## src/design/pwk_pkg.sv

```systemverilog
package pwk_pkg;

  // ************************************************************
  // timing
  // ************************************************************
  localparam int unsigned CLK_HZ        = 25_000_000;  // ref_clk rate
  localparam int unsigned DBL_CLICK_MS  = 500;         // double-click window, ms
  localparam int unsigned DBL_CLICK_CYC = DBL_CLICK_MS * (CLK_HZ / 1000);
  localparam int unsigned FRAME_TMO_US  = 2000;        // stalled frame abort, us
  localparam int unsigned FRAME_TMO_CYC = FRAME_TMO_US * (CLK_HZ / 1_000_000);
  localparam int          DBL_W         = 24;          // window counter width
  localparam int          TMO_W         = 16;          // frame timeout width

  // ************************************************************
  // register map
  // ************************************************************
  localparam int          AW            = 5;
  localparam int          DW            = 8;
  localparam logic [4:0]  OFS_KBD_CTL   = 5'h04;       // kbd_wake_control
  localparam logic [4:0]  OFS_PROTO     = 5'h05;       // ps2_wake_protocol_control
  localparam logic [4:0]  OFS_KDATA     = 5'h06;       // last keyboard byte
  localparam logic [4:0]  OFS_MDATA     = 5'h07;       // last mouse buttons
  localparam logic [4:0]  OFS_KEY_FIRST = 5'h08;       // key_match_byte_0
  localparam logic [4:0]  OFS_KEY_LAST  = 5'h0F;       // key_match_byte_7
  localparam logic [4:0]  OFS_STATUS    = 5'h10;       // sticky events, w1c
  localparam logic [4:0]  OFS_MASK      = 5'h11;       // interrupt mask
  localparam logic [7:0]  RST_KBD_CTL   = 8'h40;
  localparam logic [7:0]  RST_PROTO     = 8'h10;
  localparam int          KEY_N         = 8;
  localparam int          KEY_IW        = 3;
  localparam logic [2:0]  EV1_BASE      = 3'h0;        // first byte of event 1
  localparam logic [2:0]  EV2_BASE      = 3'h3;        // first byte of event 2
  localparam logic [7:0]  KEY_WILDCARD  = 8'h00;

  // ************************************************************
  // fields
  // ************************************************************
  localparam int          KMODE_HI      = 7;
  localparam int          KMODE_LO      = 6;
  localparam int          EV2_HI        = 3;
  localparam int          EV2_LO        = 2;
  localparam int          EV1_HI        = 1;
  localparam int          EV1_LO        = 0;
  localparam int          PAR_OFF_BIT   = 7;
  localparam int          MSEL_HI       = 6;
  localparam int          MSEL_LO       = 4;
  localparam logic [1:0]  KMODE_SEQ     = 2'h0;        // special sequence / password
  localparam logic [1:0]  KMODE_ANY     = 2'h1;        // fast any-key
  localparam logic [1:0]  KMODE_PM      = 2'h2;        // power-management keys
  localparam logic [1:0]  LEN_OFF       = 2'h0;
  localparam logic [2:0]  MSEL_OFF      = 3'h0;
  localparam logic [2:0]  MSEL_ANY      = 3'h1;
  localparam logic [2:0]  MSEL_LCLK     = 3'h2;
  localparam logic [2:0]  MSEL_LDBL     = 3'h3;
  localparam logic [2:0]  MSEL_RCLK     = 3'h4;
  localparam logic [2:0]  MSEL_RDBL     = 3'h5;
  localparam logic [2:0]  MSEL_ACLK     = 3'h6;
  localparam logic [2:0]  MSEL_ADBL     = 3'h7;
  localparam logic [2:0]  BTN_L         = 3'h1;
  localparam logic [2:0]  BTN_R         = 3'h2;
  localparam logic [2:0]  BTN_ALL       = 3'h7;
  localparam int          MS_SYNC_BIT   = 3;           // always set in a mouse byte 0
  localparam int          ST_EV1        = 0;
  localparam int          ST_EV2        = 1;
  localparam int          ST_ANYKEY     = 2;
  localparam int          ST_MOUSE      = 3;
  localparam int          ST_PERR       = 4;
  localparam int          ST_W          = 5;
  localparam logic [3:0]  FRAME_LAST    = 4'hA;        // stop bit index

  // ************************************************************
  // types
  // ************************************************************
  typedef struct packed {
    logic [AW-1:0] addr;
    logic [DW-1:0] wdata;
    logic          wr;
    logic          rd;
  } pwk_bus_type;

  typedef struct packed {
    logic clk;
    logic dat;
  } pwk_ps2_type;

  typedef struct packed {
    logic [3:0]       cnt;   // bit position in frame
    logic [10:0]      sh;    // frame shifter, lsb first
    logic [TMO_W-1:0] tmo;   // idle cycles inside a frame
    logic             done;  // one-cycle good byte
    logic             perr;  // one-cycle parity fault
    logic [7:0]       data;
  } pwk_rx_type;

  typedef enum logic [2:0] {
    MS_B0 = 3'b001,
    MS_B1 = 3'b010,
    MS_B2 = 3'b100
  } pwk_ms_phase_type;

endpackage

```

## src/design/pwk_keymem.sv

```systemverilog
module pwk_keymem (
  // clock and reset
  input  wire logic                         ref_clk,
  input  wire logic                         resetn,
  // software write
  input  wire logic                         wr_en,
  input  wire logic [pwk_pkg::KEY_IW-1:0]   wr_idx,
  input  wire logic [7:0]                   wr_data,
  // matcher reads
  input  wire logic [pwk_pkg::KEY_IW-1:0]   ev1_idx,
  input  wire logic [pwk_pkg::KEY_IW-1:0]   ev2_idx,
  output logic      [7:0]                   ev1_q,
  output logic      [7:0]                   ev2_q,
  // software read, merged with the other registers
  input  wire logic                         rd_en,
  input  wire logic                         rd_is_key,
  input  wire logic [pwk_pkg::KEY_IW-1:0]   rd_idx,
  input  wire logic [7:0]                   ext_data,
  output logic      [7:0]                   rd_q
);

  typedef struct packed {
    logic [pwk_pkg::KEY_N-1:0][7:0] key;   // key match bytes
    logic [7:0]                     ev1;
    logic [7:0]                     ev2;
    logic [7:0]                     rd;
  } pwk_mem_type;

  pwk_mem_type s;       // state
  pwk_mem_type next_s;  // next state

  // ************************************************************
  // next state
  // ************************************************************
  always_comb begin
    next_s = s;
    if (wr_en) begin
      next_s.key[wr_idx] = wr_data;
    end
    next_s.ev1 = s.key[ev1_idx];
    next_s.ev2 = s.key[ev2_idx];
    // read data only in the cycle after the strobe
    if (rd_en) begin
      next_s.rd = rd_is_key ? s.key[rd_idx] : ext_data;
    end else begin
      next_s.rd = '0;
    end
  end

  // ************************************************************
  // registers
  // ************************************************************
  always_ff @(posedge ref_clk or negedge resetn) begin
    if (!resetn) begin
      s <= '0;
    end else begin
      s <= next_s;
    end
  end

  assign ev1_q = s.ev1;
  assign ev2_q = s.ev2;
  assign rd_q  = s.rd;

endmodule

```

## src/design/pwk_top.sv

```systemverilog
module pwk_top #(
  parameter int unsigned DBL_CLICK_CYCLES = pwk_pkg::DBL_CLICK_CYC,
  parameter int unsigned FRAME_TMO_CYCLES = pwk_pkg::FRAME_TMO_CYC
) (
  // clock and reset
  input  wire logic                  ref_clk,
  input  wire logic                  resetn,
  // register port
  input  wire pwk_pkg::pwk_bus_type  bus,
  output logic [pwk_pkg::DW-1:0]     rd_data,
  // snooped ps/2 lines
  input  wire pwk_pkg::pwk_ps2_type  kbd_link,
  input  wire pwk_pkg::pwk_ps2_type  mouse_link,
  // wake events, one-cycle pulses
  output logic                       kbd_event1,
  output logic                       kbd_event2,
  output logic                       any_key_event,
  output logic                       mouse_event,
  // interrupt, level
  output logic                       irq
);

  // ************************************************************
  // state
  // ************************************************************
  typedef struct packed {
    logic [1:0]                  ksy_c;     // keyboard clock synchroniser
    logic [1:0]                  ksy_d;     // keyboard data synchroniser
    logic [1:0]                  msy_c;     // mouse clock synchroniser
    logic [1:0]                  msy_d;     // mouse data synchroniser
    logic                        k_last;    // keyboard clock, previous sample
    logic                        m_last;    // mouse clock, previous sample
    pwk_pkg::pwk_rx_type         krx;       // keyboard receiver
    pwk_pkg::pwk_rx_type         mrx;       // mouse receiver
    logic [7:0]                  kbd_ctl;   // kbd_wake_control
    logic [7:0]                  proto;     // ps2_wake_protocol_control
    logic [7:0]                  kdata;     // last good keyboard byte
    logic [2:0]                  mdata;     // last mouse button state
    logic [1:0]                  p1;        // event 1 progress
    logic [1:0]                  p2;        // event 2 progress
    pwk_pkg::pwk_ms_phase_type   ph;        // mouse packet phase
    logic [2:0]                  btn_prev;  // buttons of previous packet
    logic                        armed;     // first click of a double seen
    logic [pwk_pkg::DBL_W-1:0]   dbl_cnt;   // double-click window left
    logic [pwk_pkg::ST_W-1:0]    status;    // sticky events
    logic [pwk_pkg::ST_W-1:0]    mask;      // interrupt enables
    logic                        irq;
    logic                        ev1;
    logic                        ev2;
    logic                        anyk;
    logic                        mev;
  } pwk_top_type;

  pwk_top_type s;       // state
  pwk_top_type next_s;  // next state

  localparam logic [pwk_pkg::TMO_W-1:0] TMO_LIM = pwk_pkg::TMO_W'(FRAME_TMO_CYCLES);
  localparam logic [pwk_pkg::DBL_W-1:0] DBL_LIM = pwk_pkg::DBL_W'(DBL_CLICK_CYCLES);

  // ************************************************************
  // functions
  // ************************************************************
  // one ref_clk step of a frame receiver
  function automatic pwk_pkg::pwk_rx_type rx_step(pwk_pkg::pwk_rx_type r,
                                                  logic fall, logic dat, logic par_off);
    pwk_pkg::pwk_rx_type n;
    logic                par_ok;
    n      = r;
    n.done = 1'b0;
    n.perr = 1'b0;
    par_ok = 1'b0;
    if (fall) begin
      n.sh  = {dat, r.sh[10:1]};
      n.tmo = '0;
      if (r.cnt == pwk_pkg::FRAME_LAST) begin
        n.cnt = '0;
        // start low, stop high, else the frame is dropped silently
        if (!n.sh[0] && n.sh[10]) begin
          par_ok = ^n.sh[9:1];                    // odd parity
          n.done = par_off | par_ok;
          n.perr = ~par_off & ~par_ok;
          n.data = n.sh[8:1];
        end
      end else begin
        n.cnt = r.cnt + 4'h1;
      end
    end else if (r.cnt != '0) begin
      // a stalled frame would misalign every later byte
      if (r.tmo == TMO_LIM) begin
        n.cnt = '0;
        n.tmo = '0;
      end else begin
        n.tmo = r.tmo + 1'b1;
      end
    end
    return n;
  endfunction

  // sequence compare: returns {hit, next progress}
  function automatic logic [2:0] seq_step(logic [1:0] p, logic [1:0] len,
                                          logic [7:0] exp, logic [7:0] b);
    logic [1:0] p_inc;
    p_inc = p + 2'h1;
    if (exp == pwk_pkg::KEY_WILDCARD || exp == b) begin
      if (p_inc == len) begin
        seq_step = {1'b1, 2'h0};
      end else begin
        seq_step = {1'b0, p_inc};
      end
    end else begin
      seq_step = {1'b0, 2'h0};
    end
  endfunction

  // ************************************************************
  // key byte memory and read path
  // ************************************************************
  logic [7:0]                  ev1_exp;   // expected byte for event 1
  logic [7:0]                  ev2_exp;   // expected byte for event 2
  logic [7:0]                  ext_data;  // non-memory read value
  logic                        key_hit;   // address in key window
  logic [pwk_pkg::KEY_IW-1:0]  ev1_idx;
  logic [pwk_pkg::KEY_IW-1:0]  ev2_idx;
  logic [pwk_pkg::KEY_IW-1:0]  bus_idx;

  assign key_hit = (bus.addr >= pwk_pkg::OFS_KEY_FIRST) && (bus.addr <= pwk_pkg::OFS_KEY_LAST);
  assign bus_idx = bus.addr[pwk_pkg::KEY_IW-1:0];
  // progress walks from the event's first byte upward
  assign ev1_idx = pwk_pkg::EV1_BASE + {1'b0, s.p1};
  assign ev2_idx = pwk_pkg::EV2_BASE + {1'b0, s.p2};

  // register read mux, unmapped addresses read zero
  always_comb begin
    ext_data = '0;
    unique case (bus.addr)
      pwk_pkg::OFS_KBD_CTL: ext_data = s.kbd_ctl;
      pwk_pkg::OFS_PROTO:   ext_data = s.proto;
      pwk_pkg::OFS_KDATA:   ext_data = s.kdata;
      pwk_pkg::OFS_MDATA:   ext_data = {5'h00, s.mdata};
      pwk_pkg::OFS_STATUS:  ext_data = {3'h0, s.status};
      pwk_pkg::OFS_MASK:    ext_data = {3'h0, s.mask};
      default:              ext_data = '0;
    endcase
  end

  pwk_keymem u_keymem (
    .ref_clk   (ref_clk),
    .resetn    (resetn),
    .wr_en     (bus.wr && key_hit),
    .wr_idx    (bus_idx),
    .wr_data   (bus.wdata),
    .ev1_idx   (ev1_idx),
    .ev2_idx   (ev2_idx),
    .ev1_q     (ev1_exp),
    .ev2_q     (ev2_exp),
    .rd_en     (bus.rd),
    .rd_is_key (key_hit),
    .rd_idx    (bus_idx),
    .ext_data  (ext_data),
    .rd_q      (rd_data)
  );

  // ************************************************************
  // next state
  // ************************************************************
  always_comb begin
    logic [2:0]               r1;       // event 1 compare result
    logic [2:0]               r2;       // event 2 compare result
    logic [2:0]               press;    // buttons newly down
    logic [2:0]               qual;     // buttons the select watches
    logic                     dbl;      // select wants double-click
    logic [7:0]               b;        // received byte
    logic [pwk_pkg::ST_W-1:0] set;      // events this cycle
    logic [pwk_pkg::ST_W-1:0] clr;      // software clear
    logic [2:0]               msel;
    r1     = '0;
    r2     = '0;
    press  = '0;
    qual   = '0;
    dbl    = 1'b0;
    b      = '0;
    set    = '0;
    clr    = '0;
    msel   = s.proto[pwk_pkg::MSEL_HI:pwk_pkg::MSEL_LO];
    next_s = s;
    next_s.ev1  = 1'b0;
    next_s.ev2  = 1'b0;
    next_s.anyk = 1'b0;
    next_s.mev  = 1'b0;

    // synchronisers, only the second stage (bit 1) is looked at
    next_s.ksy_c  = {s.ksy_c[0], kbd_link.clk};
    next_s.ksy_d  = {s.ksy_d[0], kbd_link.dat};
    next_s.msy_c  = {s.msy_c[0], mouse_link.clk};
    next_s.msy_d  = {s.msy_d[0], mouse_link.dat};
    next_s.k_last = s.ksy_c[1];
    next_s.m_last = s.msy_c[1];

    // receivers sample data on the falling link clock
    next_s.krx = rx_step(s.krx, s.k_last & ~s.ksy_c[1], s.ksy_d[1],
                         s.proto[pwk_pkg::PAR_OFF_BIT]);
    next_s.mrx = rx_step(s.mrx, s.m_last & ~s.msy_c[1], s.msy_d[1],
                         s.proto[pwk_pkg::PAR_OFF_BIT]);
    set[pwk_pkg::ST_PERR] = next_s.krx.perr | next_s.mrx.perr;

    // keyboard byte, only good bytes reach the matchers
    if (s.krx.done) begin
      b            = s.krx.data;
      next_s.kdata = b;
      unique case (s.kbd_ctl[pwk_pkg::KMODE_HI:pwk_pkg::KMODE_LO])
        pwk_pkg::KMODE_ANY: begin
          next_s.anyk = 1'b1;
        end
        pwk_pkg::KMODE_PM: begin
          if (s.kbd_ctl[pwk_pkg::EV1_HI:pwk_pkg::EV1_LO] != pwk_pkg::LEN_OFF) begin
            r1 = seq_step(s.p1, s.kbd_ctl[pwk_pkg::EV1_HI:pwk_pkg::EV1_LO],
                          ev1_exp, b);
            next_s.p1  = r1[1:0];
            next_s.ev1 = r1[2];
          end
          if (s.kbd_ctl[pwk_pkg::EV2_HI:pwk_pkg::EV2_LO] != pwk_pkg::LEN_OFF) begin
            r2 = seq_step(s.p2, s.kbd_ctl[pwk_pkg::EV2_HI:pwk_pkg::EV2_LO],
                          ev2_exp, b);
            next_s.p2  = r2[1:0];
            next_s.ev2 = r2[2];
          end
        end
        default: begin
          // sequence mode is not handled and raises no event, reserved code is idle
        end
      endcase
    end

    // double-click window runs down
    if (s.armed) begin
      if (s.dbl_cnt == '0) begin
        next_s.armed = 1'b0;
      end else begin
        next_s.dbl_cnt = s.dbl_cnt - 1'b1;
      end
    end

    // mouse trigger decode
    unique case (msel)
      pwk_pkg::MSEL_LCLK, pwk_pkg::MSEL_LDBL: qual = pwk_pkg::BTN_L;
      pwk_pkg::MSEL_RCLK, pwk_pkg::MSEL_RDBL: qual = pwk_pkg::BTN_R;
      pwk_pkg::MSEL_ACLK, pwk_pkg::MSEL_ADBL: qual = pwk_pkg::BTN_ALL;
      default:                                qual = '0;
    endcase
    dbl = (msel == pwk_pkg::MSEL_LDBL) || (msel == pwk_pkg::MSEL_RDBL) ||
          (msel == pwk_pkg::MSEL_ADBL);

    // mouse byte, packet phase tracks the three-byte packet
    if (s.mrx.done) begin
      b = s.mrx.data;
      if (msel == pwk_pkg::MSEL_ANY) begin
        next_s.mev = 1'b1;
      end
      unique case (s.ph)
        pwk_pkg::MS_B0: begin
          // without the sync bit the byte is not a packet head
          if (b[pwk_pkg::MS_SYNC_BIT]) begin
            next_s.ph       = pwk_pkg::MS_B1;
            next_s.mdata    = b[2:0];
            next_s.btn_prev = b[2:0];
            press           = b[2:0] & ~s.btn_prev;
            if ((press & qual) != '0) begin
              if (!dbl) begin
                next_s.mev = 1'b1;
              end else if (s.armed) begin
                next_s.mev   = 1'b1;
                next_s.armed = 1'b0;
              end else begin
                next_s.armed   = 1'b1;
                next_s.dbl_cnt = DBL_LIM;
              end
            end
          end
        end
        pwk_pkg::MS_B1: next_s.ph = pwk_pkg::MS_B2;
        pwk_pkg::MS_B2: next_s.ph = pwk_pkg::MS_B0;
        default:        next_s.ph = pwk_pkg::MS_B0;
      endcase
    end

    // software writes
    if (bus.wr) begin
      unique case (bus.addr)
        pwk_pkg::OFS_KBD_CTL: begin
          next_s.kbd_ctl = bus.wdata;
          next_s.p1      = '0;
          next_s.p2      = '0;
        end
        pwk_pkg::OFS_PROTO: begin
          next_s.proto = bus.wdata;
          // a new trigger starts from a clean click history
          next_s.armed = 1'b0;
        end
        pwk_pkg::OFS_STATUS: clr = bus.wdata[pwk_pkg::ST_W-1:0];
        pwk_pkg::OFS_MASK:   next_s.mask = bus.wdata[pwk_pkg::ST_W-1:0];
        default: begin
          // key bytes are written in pwk_keymem, others read-only or unmapped, write ignored
        end
      endcase
    end

    // sticky status, a new event beats a clear in the same cycle
    set[pwk_pkg::ST_EV1]    = next_s.ev1;
    set[pwk_pkg::ST_EV2]    = next_s.ev2;
    set[pwk_pkg::ST_ANYKEY] = next_s.anyk;
    set[pwk_pkg::ST_MOUSE]  = next_s.mev;
    next_s.status = (s.status & ~clr) | set;
    next_s.irq    = |(next_s.status & next_s.mask);
  end

  // ************************************************************
  // registers
  // ************************************************************
  always_ff @(posedge ref_clk or negedge resetn) begin
    if (!resetn) begin
      s         <= '0;
      s.kbd_ctl <= pwk_pkg::RST_KBD_CTL;
      s.proto   <= pwk_pkg::RST_PROTO;
      s.ph      <= pwk_pkg::MS_B0;
    end else begin
      s <= next_s;
    end
  end

  // ************************************************************
  // outputs
  // ************************************************************
  assign kbd_event1    = s.ev1;
  assign kbd_event2    = s.ev2;
  assign any_key_event = s.anyk;
  assign mouse_event   = s.mev;
  assign irq           = s.irq;

endmodule

```

## config.mk

```make
export PLATFORM = sky130hd
export DESIGN_NAME = pwk_top
export DESIGN_NICKNAME = d
export VERILOG_FILES = /design/src/design/pwk_pkg.sv /design/src/design/pwk_keymem.sv /design/src/design/pwk_top.sv
export SDC_FILE = /design/constraint.sdc
export NUM_CORES = 1
export LEC_CHECK = 0
export BUFFER_PORTS_ARGS = -buffer_cell sky130_fd_sc_hd__buf_2
export CORE_MARGIN = 10
export CORE_UTILIZATION = 50
export DETAILED_ROUTE_END_ITERATION = 8
export GPL_ROUTABILITY_DRIVEN = 0
export PLACE_DENSITY = 0.66
export REMOVE_ABC_BUFFERS = 1
export SYNTH_ARGS = -nofsm -noshare
export SYNTH_HDL_FRONTEND = slang
export SYNTH_HIERARCHICAL = 1
export SYNTH_SLANG_ARGS = --single-unit
export TNS_END_PERCENT = 30
```

## constraint.sdc

```tcl
create_clock -name ref_clk -period 4.15 [get_ports ref_clk]
set_input_delay 0.2075 -clock ref_clk [delete_from_list [all_inputs] [get_ports ref_clk]]
set_output_delay 0.2075 -clock ref_clk [all_outputs]
set_load 0.02 [all_outputs]
```

== Word-level counts from Yosys, hierarchy flattened ==
Cells that the tools add are included.

* Logic and storage cells: 211
* Output and inout port bits: 13
* Register bits after elaboration: 252
* Input bits: 21

* Add/sub/neg operators: 8
* Reductions and logical operators: 37
* Order comparisons: 6
* Muxes and demuxes: 72
* Bitwise gates (word level): 19
* Equal/unequal tests: 26

{| class="wikitable"
|+ Operators by type and width
! operator !! count
|-
| two-way mux 25 bit || 5
|-
| two-way mux 16 bit || 6
|-
| bitwise mux 64 bit || 1
|-
| two-way mux 10 bit || 6
|-
| binary-select mux 8 bit (select 3 bit) || 2
|-
| two-way mux 24 bit || 2
|-
| two-way mux 4 bit || 12
|-
| two-way mux 8 bit || 6
|-
| one-hot mux 8 bit (6 select lines) || 1
|-
| adder 16 x 1 -> 16 bit (second input constant) || 2
|-
| == test 16 bit (second input constant) || 2
|-
| two-way mux 31 bit || 1
|-
| demux 8 bit (select 3 bit) || 1
|-
| logical NOT 24 bit || 1
|-
| subtractor 24 x 1 -> 24 bit (second input constant) || 1
|-
| == test 5 x 3 -> 1 bit (second input constant) || 4
|-
| two-way mux 5 bit || 4
|-
| parity 9 bit || 2
|-
| binary-select mux 8 bit (select 2 bit) || 1
|-
| == test 8 bit || 2
|-
| logical NOT 8 bit || 2
|-
| two-way mux 3 bit || 5
|-
| two-way mux 1 bit || 14
|-
| == test 3 bit (second input constant) || 4
|-
| other kinds (37) || 81
|}

== Longest topological paths before layout ==
Gate-level depths: netlist of the first run.

* Word-level depth: 12
* Depth in mapped cells: 9
* Gate-level depth less buffers: 8

== By module ==
Netlist of the first run, hierarchy kept.

{| class="wikitable"
|+ Modules (own cells, without submodules)
! module !! sequential area each (µm²) !! times used !! area each (µm²) !! cells each
|-
| pwk_top || 3,957.5 || 1 || 7,813.7 || 776
|-
| pwk_keymem || 2,202.1 || 1 || 4,903.5 || 322
|}

== Worst setup path after synthesis of the first run ==
OpenSTA, ideal clock, no wires.

* Path kind: register to register
* From: register s[31] (netlist name)
* To: register s[34] (netlist name)
* Path slack: 2.098 ns
* Library setup time: 0.134 ns
* Clock period less this slack: 2.052 ns
* Arrival: 1.918 ns
* Data required time: 4.016 ns
* Stages on the path, launching flop included: 7
* Cell sequence: dfrtp_1 > or4_4 > nor4_4 > a21oi_1 > and4bb_1 > xnor2_1 > nand2_1

==> results of run 1 <==
## flip-flops by register name (all words and copies together), names as in the netlist, 6 cells and up
| signal | cells |
|---|---|
| u_keymem/ev1_q | 8 |
| u_keymem/ev2_q | 8 |
| next_s | 6 |
| s | 147 |
| u_keymem/rd_q | 8 |
| u_keymem/s | 64 |
## worst max-delay path: stages, from the launching register on
cell and delay [ns]:
sky130_fd_sc_hd__dfrtp_1 0.42, sky130_fd_sc_hd__or4b_1 0.59, sky130_fd_sc_hd__o41ai_4 0.82, sky130_fd_sc_hd__and2_1 0.35
sky130_fd_sc_hd__o21ai_0 0.10
## cell usage after synthesis (4+ instances only)
cell / number / area (um2)
sky130_fd_sc_hd__and2_1: 6 / 37.5
sky130_fd_sc_hd__nand4b_1: 6 / 52.6
sky130_fd_sc_hd__nor3b_1: 4 / 30.0
sky130_fd_sc_hd__nor4_1: 15 / 93.8
sky130_fd_sc_hd__mux2_2: 139 / 1570
sky130_fd_sc_hd__nand4_1: 11 / 68.8
sky130_fd_sc_hd__a21oi_1: 27 / 135
sky130_fd_sc_hd__nor3_1: 10 / 50.1
sky130_fd_sc_hd__buf_6: 7 / 78.8
sky130_fd_sc_hd__nand3b_1: 8 / 60.1
sky130_fd_sc_hd__mux2i_1: 29 / 290
sky130_fd_sc_hd__buf_4: 24 / 180
sky130_fd_sc_hd__nand2_1: 142 / 533
sky130_fd_sc_hd__ha_1: 12 / 150
sky130_fd_sc_hd__buf_2: 7 / 35.0
sky130_fd_sc_hd__nand3_1: 18 / 90.1
sky130_fd_sc_hd__o221ai_1: 4 / 35.0
sky130_fd_sc_hd__o22ai_1: 12 / 75.1
sky130_fd_sc_hd__mux4_2: 25 / 563
sky130_fd_sc_hd__or4_1: 4 / 30.0
sky130_fd_sc_hd__nor2b_1: 7 / 43.8
sky130_fd_sc_hd__a221o_1: 6 / 60.1
sky130_fd_sc_hd__o21ai_0: 48 / 240
sky130_fd_sc_hd__xnor2_1: 41 / 359
sky130_fd_sc_hd__dfrtp_1: 243 / 6080
sky130_fd_sc_hd__a22oi_1: 6 / 45.0
sky130_fd_sc_hd__xor2_1: 21 / 184
sky130_fd_sc_hd__clkbuf_1: 18 / 67.6
sky130_fd_sc_hd__and3_1: 15 / 93.8
sky130_fd_sc_hd__nand2b_1: 11 / 68.8
sky130_fd_sc_hd__mux4_1: 7 / 184
sky130_fd_sc_hd__inv_1: 25 / 93.8
sky130_fd_sc_hd__nor2_1: 66 / 248
sky130_fd_sc_hd__o31ai_1: 8 / 60.1
## how the worst max path moves through the flow
| stage | to | cells past startpoint |
|---|---|---|
| 2_1_floorplan | u_keymem/ev2_q[1] | 5 |
| 3_3_place_gp | s[69] | 6 |
| 3_5_place_dp | s[76] | 6 |
| 4_1_cts | s[115] | 4 |
| 5_1_grt | s[116] | 5 |
| 6_report | s[115] | 4 |
## routing by layer
metal | part of all wire (%) | global-route usage (%)
met1 | 50 | 25.1
met2 | 45 | 25.7
met3 | 3.8 | 2.49
met4 | 2.0 | 4.07
met5 | 0 | 0
## kinds of logic after synthesis
| kind of cell | synth area share [%] |
|---|---|
| flops | 48.4 |
| mux | 20.5 |
| xor+xnor | 4.62 |
| fa+ha+maj | 1.18 |
| simple gates | 14.0 |
| buf+inv | 4.36 |
| compound gates | 6.93 |
| other cells | 0.0295 |
## cell type report
| cell class | count | area share (%) |
|---|---|---|
| clock inverters | 12 | 1.55 |
| multi-input cells | 764 | 42.8 |
| well taps | 330 | 2.95 |
| flip-flops and latches | 246 | 43.9 |
| clock buffers | 40 | 5.75 |
| repair buffers | 49 | 2.30 |
| inverters | 25 | 0.670 |
## timing repair
action / CTS / global route
setup buffers: 0 / 0
hold buffers: 6 / 0
endpoints found under the hold margin: 135 / 0
## cells in the final DEF (no fill, tap or decap), types with 5 or more instances in the layout
cell | Yosys | routed
sky130_fd_sc_hd__nor3_1 | 10 | 10
sky130_fd_sc_hd__nor2b_1 | 7 | 7
sky130_fd_sc_hd__dlygate4sd3_1 | 0 | 6
sky130_fd_sc_hd__a221o_1 | 6 | 6
sky130_fd_sc_hd__mux2i_1 | 29 | 29
sky130_fd_sc_hd__nand2_1 | 142 | 142
sky130_fd_sc_hd__o22ai_1 | 12 | 12
sky130_fd_sc_hd__a21oi_1 | 27 | 27
sky130_fd_sc_hd__nand3_1 | 18 | 18
sky130_fd_sc_hd__inv_1 | 25 | 25
sky130_fd_sc_hd__mux2_2 | 139 | 139
sky130_fd_sc_hd__xnor2_1 | 41 | 41
sky130_fd_sc_hd__bufinv_16 | 0 | 5
sky130_fd_sc_hd__mux4_1 | 7 | 7
sky130_fd_sc_hd__xor2_1 | 21 | 21
sky130_fd_sc_hd__nand4_1 | 11 | 11
sky130_fd_sc_hd__clkbuf_1 | 18 | 6
sky130_fd_sc_hd__o21ai_0 | 48 | 48
sky130_fd_sc_hd__nand2b_1 | 11 | 11
sky130_fd_sc_hd__clkbuf_8 | 1 | 6
sky130_fd_sc_hd__nor2_1 | 66 | 66
sky130_fd_sc_hd__and3_1 | 15 | 15
sky130_fd_sc_hd__ha_1 | 12 | 12
sky130_fd_sc_hd__nand4b_1 | 6 | 6
sky130_fd_sc_hd__nor4_1 | 15 | 15
sky130_fd_sc_hd__a22oi_1 | 6 | 6
sky130_fd_sc_hd__clkbuf_16 | 0 | 28
sky130_fd_sc_hd__dfrtp_1 | 243 | 243
sky130_fd_sc_hd__and2_1 | 6 | 6
sky130_fd_sc_hd__buf_2 | 7 | 32
sky130_fd_sc_hd__nand3b_1 | 8 | 8
sky130_fd_sc_hd__o31ai_1 | 8 | 8
sky130_fd_sc_hd__mux4_2 | 25 | 25
sky130_fd_sc_hd__buf_4 | 24 | 9
## report_power, final
group	internal, mW	switching [mW]	total, mW
clock network	1.67	0.999	2.67
registers	2.77	0.384	3.15
logic	0.779	0.707	1.49
total	5.21	2.09	7.31
==> impl_summary.md, run 1 <==
Hold path
The number of instances on the worst hold path is 3. The startpoint of the lowest-slack hold path is bus[5]. The class of the tightest hold or removal check is in -> reg. The endpoint of the worst hold path is s[64].

STA
The count of endpoints failing hold in the final timing report is 0. The accumulated negative setup slack is 0 ns. The smallest setup slack after layout is about 1.8 ns. The period utilization is 57.7%.

The maximum frequency from static timing analysis is 418 MHz. The transition time at the pin with the least slew margin is between 0.9 and 1 ns. The final setup violation count is 0. Setup repair after global routing left no endpoint under its margin.

The final critical path time including I/O delays and setup is between 2 and 2.5 ns. The setup skew after layout is just under 0.03 ns. On the final layout, the worst hold slack is ~0.077 ns. The max-slew violation count was 0.

Headroom to the max-slew limit came out at 34.6%.

Place
The count of placed standard cells including taps is between 1000 and 1500. The post-placement setup slack is roughly 1.6 ns. After legalization and detailed placement, the total HPWL measured between 15 and 20 mm. The area of placed instances is ~13000 um2. The number of port buffers is 33.

Clocking
After clock tree synthesis, the clock-pin slew on the worst setup and hold paths is around 0.06 ns. The post-cts gate resize count is 0. Counting along the longest clock path gives a buffer depth of 3. The buffer cell driving the clock tree root is sky130_fd_sc_hd__clkbuf_16. The clock network latency to the later pin of the worst-skew pair is 0.56 ns. The CTS buffer count is 28.

TritonCTS built the clock tree. CTS saw about 250 sinks. The number of levels in the clock H-tree is 1.

Floorplanning
The initial utilization of the core area, before any placement, comes to 50.6%. 34 I/O pins were placed. The number of core rows is 58. The core box area is ~25000 um2. The die covers ~32000 um2. Measured along the x axis, the die boundary spans around 180 um. The floorplan die height is 179 um.

Setup path
The worst setup path is of the reg -> reg kind. The start of the worst register-to-register path is s[97]. The worst register-to-register path has a depth of 4. The terminus of the critical flop-to-flop path is s[115]. The biggest fanout along the worst timing path is 17. The first element of the critical path is s[97].

For flop-to-flop paths, the worst setup slack is approximately 1.8 ns. STA classifies the critical path startpoint as a register. Data on the critical path arrives at its endpoint at between 2 and 3 ns.

For the worst setup path, the data required time is 4.59 ns. The worst setup path is captured at a register.

Yosys
The average instance in the mapped netlist occupies roughly 12 um2. Synthesis produced a netlist whose cell count is between 1000 and 1500. Yosys mapped the design onto 78 distinct sky130hd cell types.

The synthesized design contains roughly 250 register bits. For this run, asynchronously set or reset flops after synthesis account for between 90% and 100%. For this run, the number of Yosys warnings is 6. The sequential-to-total area share from yosys stat is 48.4%. The number of synthesized flops with an enable pin is 0.

The most common flop cell mapped by yosys is sky130_fd_sc_hd__dfrtp_1. The post-synth design cell area is roughly 13000 um2.

Global route
Across every metal layer, demand over resource in global routing totals approximately 17%. The number of global-route vias before repair is ~8400. The largest net degree at the start of global routing is about 130. The global-route wire length before repair is 46.0 mm.

The initial antenna violation count is 0. The global-route congestion overflow total is 0.

Layout
The area growth from synthesis to layout is 10.2%. In the final layout, the multi-input gates occupy roughly 6000 um2. In the final design database the tool counted between 1000 and 1500 nets. The layout has 2185 filler cells. Summing all non-filler instances in the final layout gives an area of ~14000 um2.

Once layout is complete, the utilization of the core stands at a little under three fifths. The count of antenna diodes in the layout is 0. Registers take roughly 6200 um2.

The finished layout holds approximately 1500 standard cells, fillers aside. Cells with a size suffix above 1 make up 24.1% of the layout.

Routing
After detailed routing, the number of remaining DRC violations is 0. After the first detailed-routing iteration, the DRC count stood at between 500 and 600. Dividing the detail-routed wire length by the instance count gives between 15 and 20 um. The total detailed-routing wirelength is about 28 mm. Once detail routing completed, the nets flagged for antenna violations numbered 0.

In the routed layout, each cell is associated on average with a via count of approximately 5.7. The first TritonRoute pass finished after 5 iterations. The final route contains 8381 vias.

Power and ir drop
The worst supply voltage drop on vdd is 0.339 mV. The power per standard cell area is between 500 and 600 nW/um2. Summing internal, switching and leakage power gives between 7 and 8 mW.

The cell leakage power is around 6.5 nW.

Run status
The flow ran to the end, and the final reports show no timing, DRC or antenna violations.

Run
The tool flagged a number of max-cap violations equal to 0.
(Power assumes the default switching activity.)
==> run 2, diff against run 1 <==
--- a/config.mk
+++ b/config.mk
@@ -5,6 +5,7 @@
 export SDC_FILE = /design/constraint.sdc
 export NUM_CORES = 1
 export LEC_CHECK = 0
+export ABC_AREA = 1
 export BUFFER_PORTS_ARGS = -buffer_cell sky130_fd_sc_hd__buf_2
 export CORE_MARGIN = 10
 export CORE_UTILIZATION = 50
==> constraint.sdc (replaced) <==
create_clock -name ref_clk -period 2.46 [get_ports ref_clk]
set_input_delay 0.123 -clock ref_clk [delete_from_list [all_inputs] [get_ports ref_clk]]
set_output_delay 0.123 -clock ref_clk [all_outputs]
set_load 0.02 [all_outputs]
==> run 2 against run 1 <==
Compared with the run above: largest cell class unchanged; routed wire length rose by 20%; critical path depth rose by 4; critical endpoint is now s[131]; via count rose by 36%; largest power group unchanged; sequential share of layout area fell by 1.5 points; register-to-register slack got worse by 1.2 ns.
==> impl_summary.md, run 2 <==
Yosys
By count the netlist is led by sky130_fd_sc_hd__nand2_1 (432), sky130_fd_sc_hd__dfrtp_1 (243), sky130_fd_sc_hd__o21ai_0 (233). The count of mapped cells out of synthesis is 1722 (+57%). Sorting the synthesized cells by area gives the leading types as sky130_fd_sc_hd__dfrtp_1 (46%), sky130_fd_sc_hd__nand2_1 (12%), sky130_fd_sc_hd__o21ai_0 (8.9%). The post-synth design cell area was 13200 um2 (+3.4%). The share of flip-flops with an asynchronous set or reset is 100% (unchanged). The sequential-to-total area share from yosys stat came to 46.8% (-1.6 points). The top cell type's share of synthesized area is 46.2% (-1.6 points). The count of synthesis-stage warnings from yosys is 6 (unchanged). The average cell area after synthesis came to 7.64 um2 (-34%).

The cell accounting for the most synthesized area is sky130_fd_sc_hd__dfrtp_1. The most common flop cell mapped by yosys is sky130_fd_sc_hd__dfrtp_1. The number of synthesized flops with an enable pin is 0 (unchanged).

The number of different library cells in the post-synthesis netlist is 44 (-44%). The number of synthesized register bits is 246 (unchanged). The most common cell in the synthesized netlist is sky130_fd_sc_hd__nand2_1.

Global route
The number of global-route vias before repair came to 10800 (+29%). The total routing usage reported by global routing was 20.2% (+3.2 points). The initial antenna violation count came to 0 (unchanged). The global-route wire length before repair is 56.1 mm (+22%). The global-route congestion overflow total is 0 (unchanged).

The largest net degree at the start of global routing is 60 (-55%).

Floorplanning
The floorplan die height was 182 um (+1.5%). The die footprint came to 33200 um2 (+3.0%). The core box area is 26000 um2 (+3.5%). The number of core rows was 59 (+1.7%).

The effective utilization at floorplan was 50.6% (about the same). The die outline width is 182 um (+1.5%). The count of pins on the block boundary was 34 (unchanged).

Routing
The number of antenna-violating nets in the routed design is 0 (unchanged). The total detailed-routing wirelength is 33.6 mm (+20%). The number of vias after detailed routing is 11400 (+36%).

The average detailed-routed wire length per instance was 16.0 um (-16%). The number of iterations in the first detailed-routing pass came to 6 (+1). The initial DRC count is 1233 (+110%). The post-route DRC violation count is 0 (unchanged). The via density per instance was 5.45 (-4.6%).

Layout
Leaving out fill and tap cells, the most frequent cells in the layout are sky130_fd_sc_hd__nand2_1 (432), sky130_fd_sc_hd__dfrtp_1 (243), sky130_fd_sc_hd__o21ai_0 (233). The register cell area after layout is 6160 um2 (unchanged). The number of nets in the final layout is 1776 (+55%).

The count of fill cells added during filler insertion is 2453 (+12%). The number of flip-flops under the largest register name is 147 (unchanged). The fraction of final layout cells with drive strength greater than 1 is 7.60% (-17 points). The design area is 14500 um2 (+3.5%). The area added between synthesis and finish is 10.3% (about the same). The count of antenna diodes in the layout is 0 (unchanged). In the final layout, the registers with the most flip-flops are s: 147 flops, u_keymem/s: 64 flops. Ranked by flip-flop count, first place goes to s. The commonest non-fill, non-tap cell in the layout is sky130_fd_sc_hd__nand2_1. The multi-input combinational cell area is 5630 um2 (-6.1%).

Setup path
The required arrival time at the worst endpoint came to 2.90 ns (-1.69 ns). The endpoint kind of the worst setup timing path is a register. The number of cells on the worst reg-to-reg path is 8 (+4). The biggest fanout along the worst timing path is 12 (-5). The gate family responsible for the most delay along the worst path is simple AND/OR/NAND/NOR gates. The total number of cells along the worst setup path came to 8 (+4). STA classifies the critical path startpoint as a register. The setup path with the least slack is of type reg -> reg. The peak per-stage delay on the critical path is 0.39 ns (-0.43 ns). By instance count, the cell type seen most on the critical path is sky130_fd_sc_hd__inv_1. The data arrival at the endpoint of the critical path is 2.34 ns (-0.50 ns). The slowest library cell on the worst path is sky130_fd_sc_hd__dfrtp_1. Walking the worst path, the cells encountered are inv_1 > ha_1 > nand2_1 > nor3_4 > inv_2 > nand2_2 > inv_1 > a211oi_1. The number of buffers and inverters on the critical path was 3 (+3).

Clocking
The clock network latency to the later pin of the worst-skew pair came to 0.55 ns (about the same). The number of setup buffers added after CTS is 0 (unchanged). The TritonCTS sink count is 246 (unchanged). The post-cts gate resize count came to 0 (unchanged).

The CTS buffer count is 28 (unchanged). The maximum clock path buffer count is 3 (unchanged). The TritonCTS clock tree is done. The clock edge transition at the registers on the reported setup and hold paths is 0.06 ns (about the same). The number of levels in the clock H-tree came to 1 (unchanged). Clock tree synthesis selected as its root buffer the cell sky130_fd_sc_hd__clkbuf_16.

Place
The number of port buffers is 33 (unchanged). The area of placed instances is 13500 um2 (+4.2%). The post-detailed-placement half-perimeter wirelength came to 23.7 mm (+25%).

Hold path
The class of the tightest hold or removal check is in -> reg. The number of instances on the worst hold path was 3 (unchanged).

Run
The total of max-cap violations was 0 (unchanged).

STA
Setup repair after global routing left no endpoint under its margin. The worst slew margin relative to its limit is 47.3% (+13 points). The count of endpoints failing hold in the final timing report is 0 (unchanged).

The accumulated negative setup slack is 0 ns (unchanged). The transition time at the pin with the least slew margin was 0.789 ns (-0.193 ns). The final critical path time including I/O delays and setup is 1.90 ns (-0.491 ns). The setup skew after layout came to 0.0210 ns (-0.00826 ns). The period utilization is 77.3% (+20 points). The maximum frequency from static timing analysis is 526 MHz (+26%). The final setup violation count came to 0 (unchanged).

The max-slew violation count is 0 (unchanged).

Power and ir drop
The cell leakage power is 7.09 nW (+9.2%). The worst supply voltage drop on vdd is 0.596 mV (+76%). The power per standard cell area is 800 nW/um2 (+53%). The sum of internal, switching and leakage power is 11.6 mW (+59%).

Run status
The run finished with clean final reports.
-- run 2: cell families after synthesis --
group	synth area share (%)
buf+inv	10.3
flops	46.8
xor+xnor	2.00
fa+ha+maj	1.14
simple gates	24.0
compound gates	15.7
other cells	0.0285
-- run 2: worst reg2reg max path, stage by stage (launching register included) --
cell and delay, ns:
sky130_fd_sc_hd__dfrtp_1 0.39, sky130_fd_sc_hd__inv_1 0.12, sky130_fd_sc_hd__ha_1 0.15, sky130_fd_sc_hd__nand2_1 0.08, sky130_fd_sc_hd__nor3_4 0.32, sky130_fd_sc_hd__inv_2 0.18, sky130_fd_sc_hd__nand2_2 0.19, sky130_fd_sc_hd__inv_1 0.15
sky130_fd_sc_hd__a211oi_1 0.21
-- run 2: through the flow --
| step | hold slack (ns) | utilization, % | std cells | setup WS (ns) |
|---|---|---|---|---|
| after floorplan | -0.173 | - | 1646 | 0.234 |
| after global placement | 0.0581 | 51.8 | 2034 | 0.624 |
| after detailed placement | 0.0624 | 51.8 | 2034 | 0.561 |
| after CTS | 0.00942 | 55.8 | 2098 | 0.526 |
| after global routing | 0.0810 | 55.8 | 2098 | 0.300 |
| final | 0.0343 | 55.8 | 2098 | 0.559 |
-- run 2: cell type report --
type	instances	share of cell area, %
well taps	335	2.89
inverters	237	6.17
multi-input cells	1163	38.9
clock buffers	42	5.69
repair buffers	67	3.47
clock inverters	8	0.449
flip-flops and latches	246	42.5
-- run 2: final timing paths --
check	to	startpoint	slack [ns]
min in group asynchronous	u_keymem/rd_q[2]	resetn	0.06
hold / removal	s[5]	bus[1]	0.03
max in group asynchronous	u_keymem/s[45]	resetn	1.56
setup / recovery	s[131]	s[155]	0.56
hold reg to reg	next_s[159]	next_s[164]	0.34
setup reg to reg	s[131]	s[155]	0.56
-- run 2: repair_timing --
item                       4_1_cts  5_1_grt
hold endpoints to repair       283        0
setup endpoints to repair        0        0
hold buffers                    14        0
-- run 2: report_power, final --
group	internal, mW	leakage (nW)	switching (mW)
registers	4.67	3.20	0.524
clock network	2.40	0.444	1.63
logic	0.857	3.44	1.53
total	7.92	7.09	3.68
-- run 2: routing by layer --
layer	wire length, um	global-route usage [%]	part of all wire, %	vias to the layer above
met5	0	0	0	-
met4	759	5.34	2.3	0
met3	2660	3.88	7.9	77
met2	14500	30.4	43	415
met1	15700	29.2	47	5348
li1	-	-	-	5600
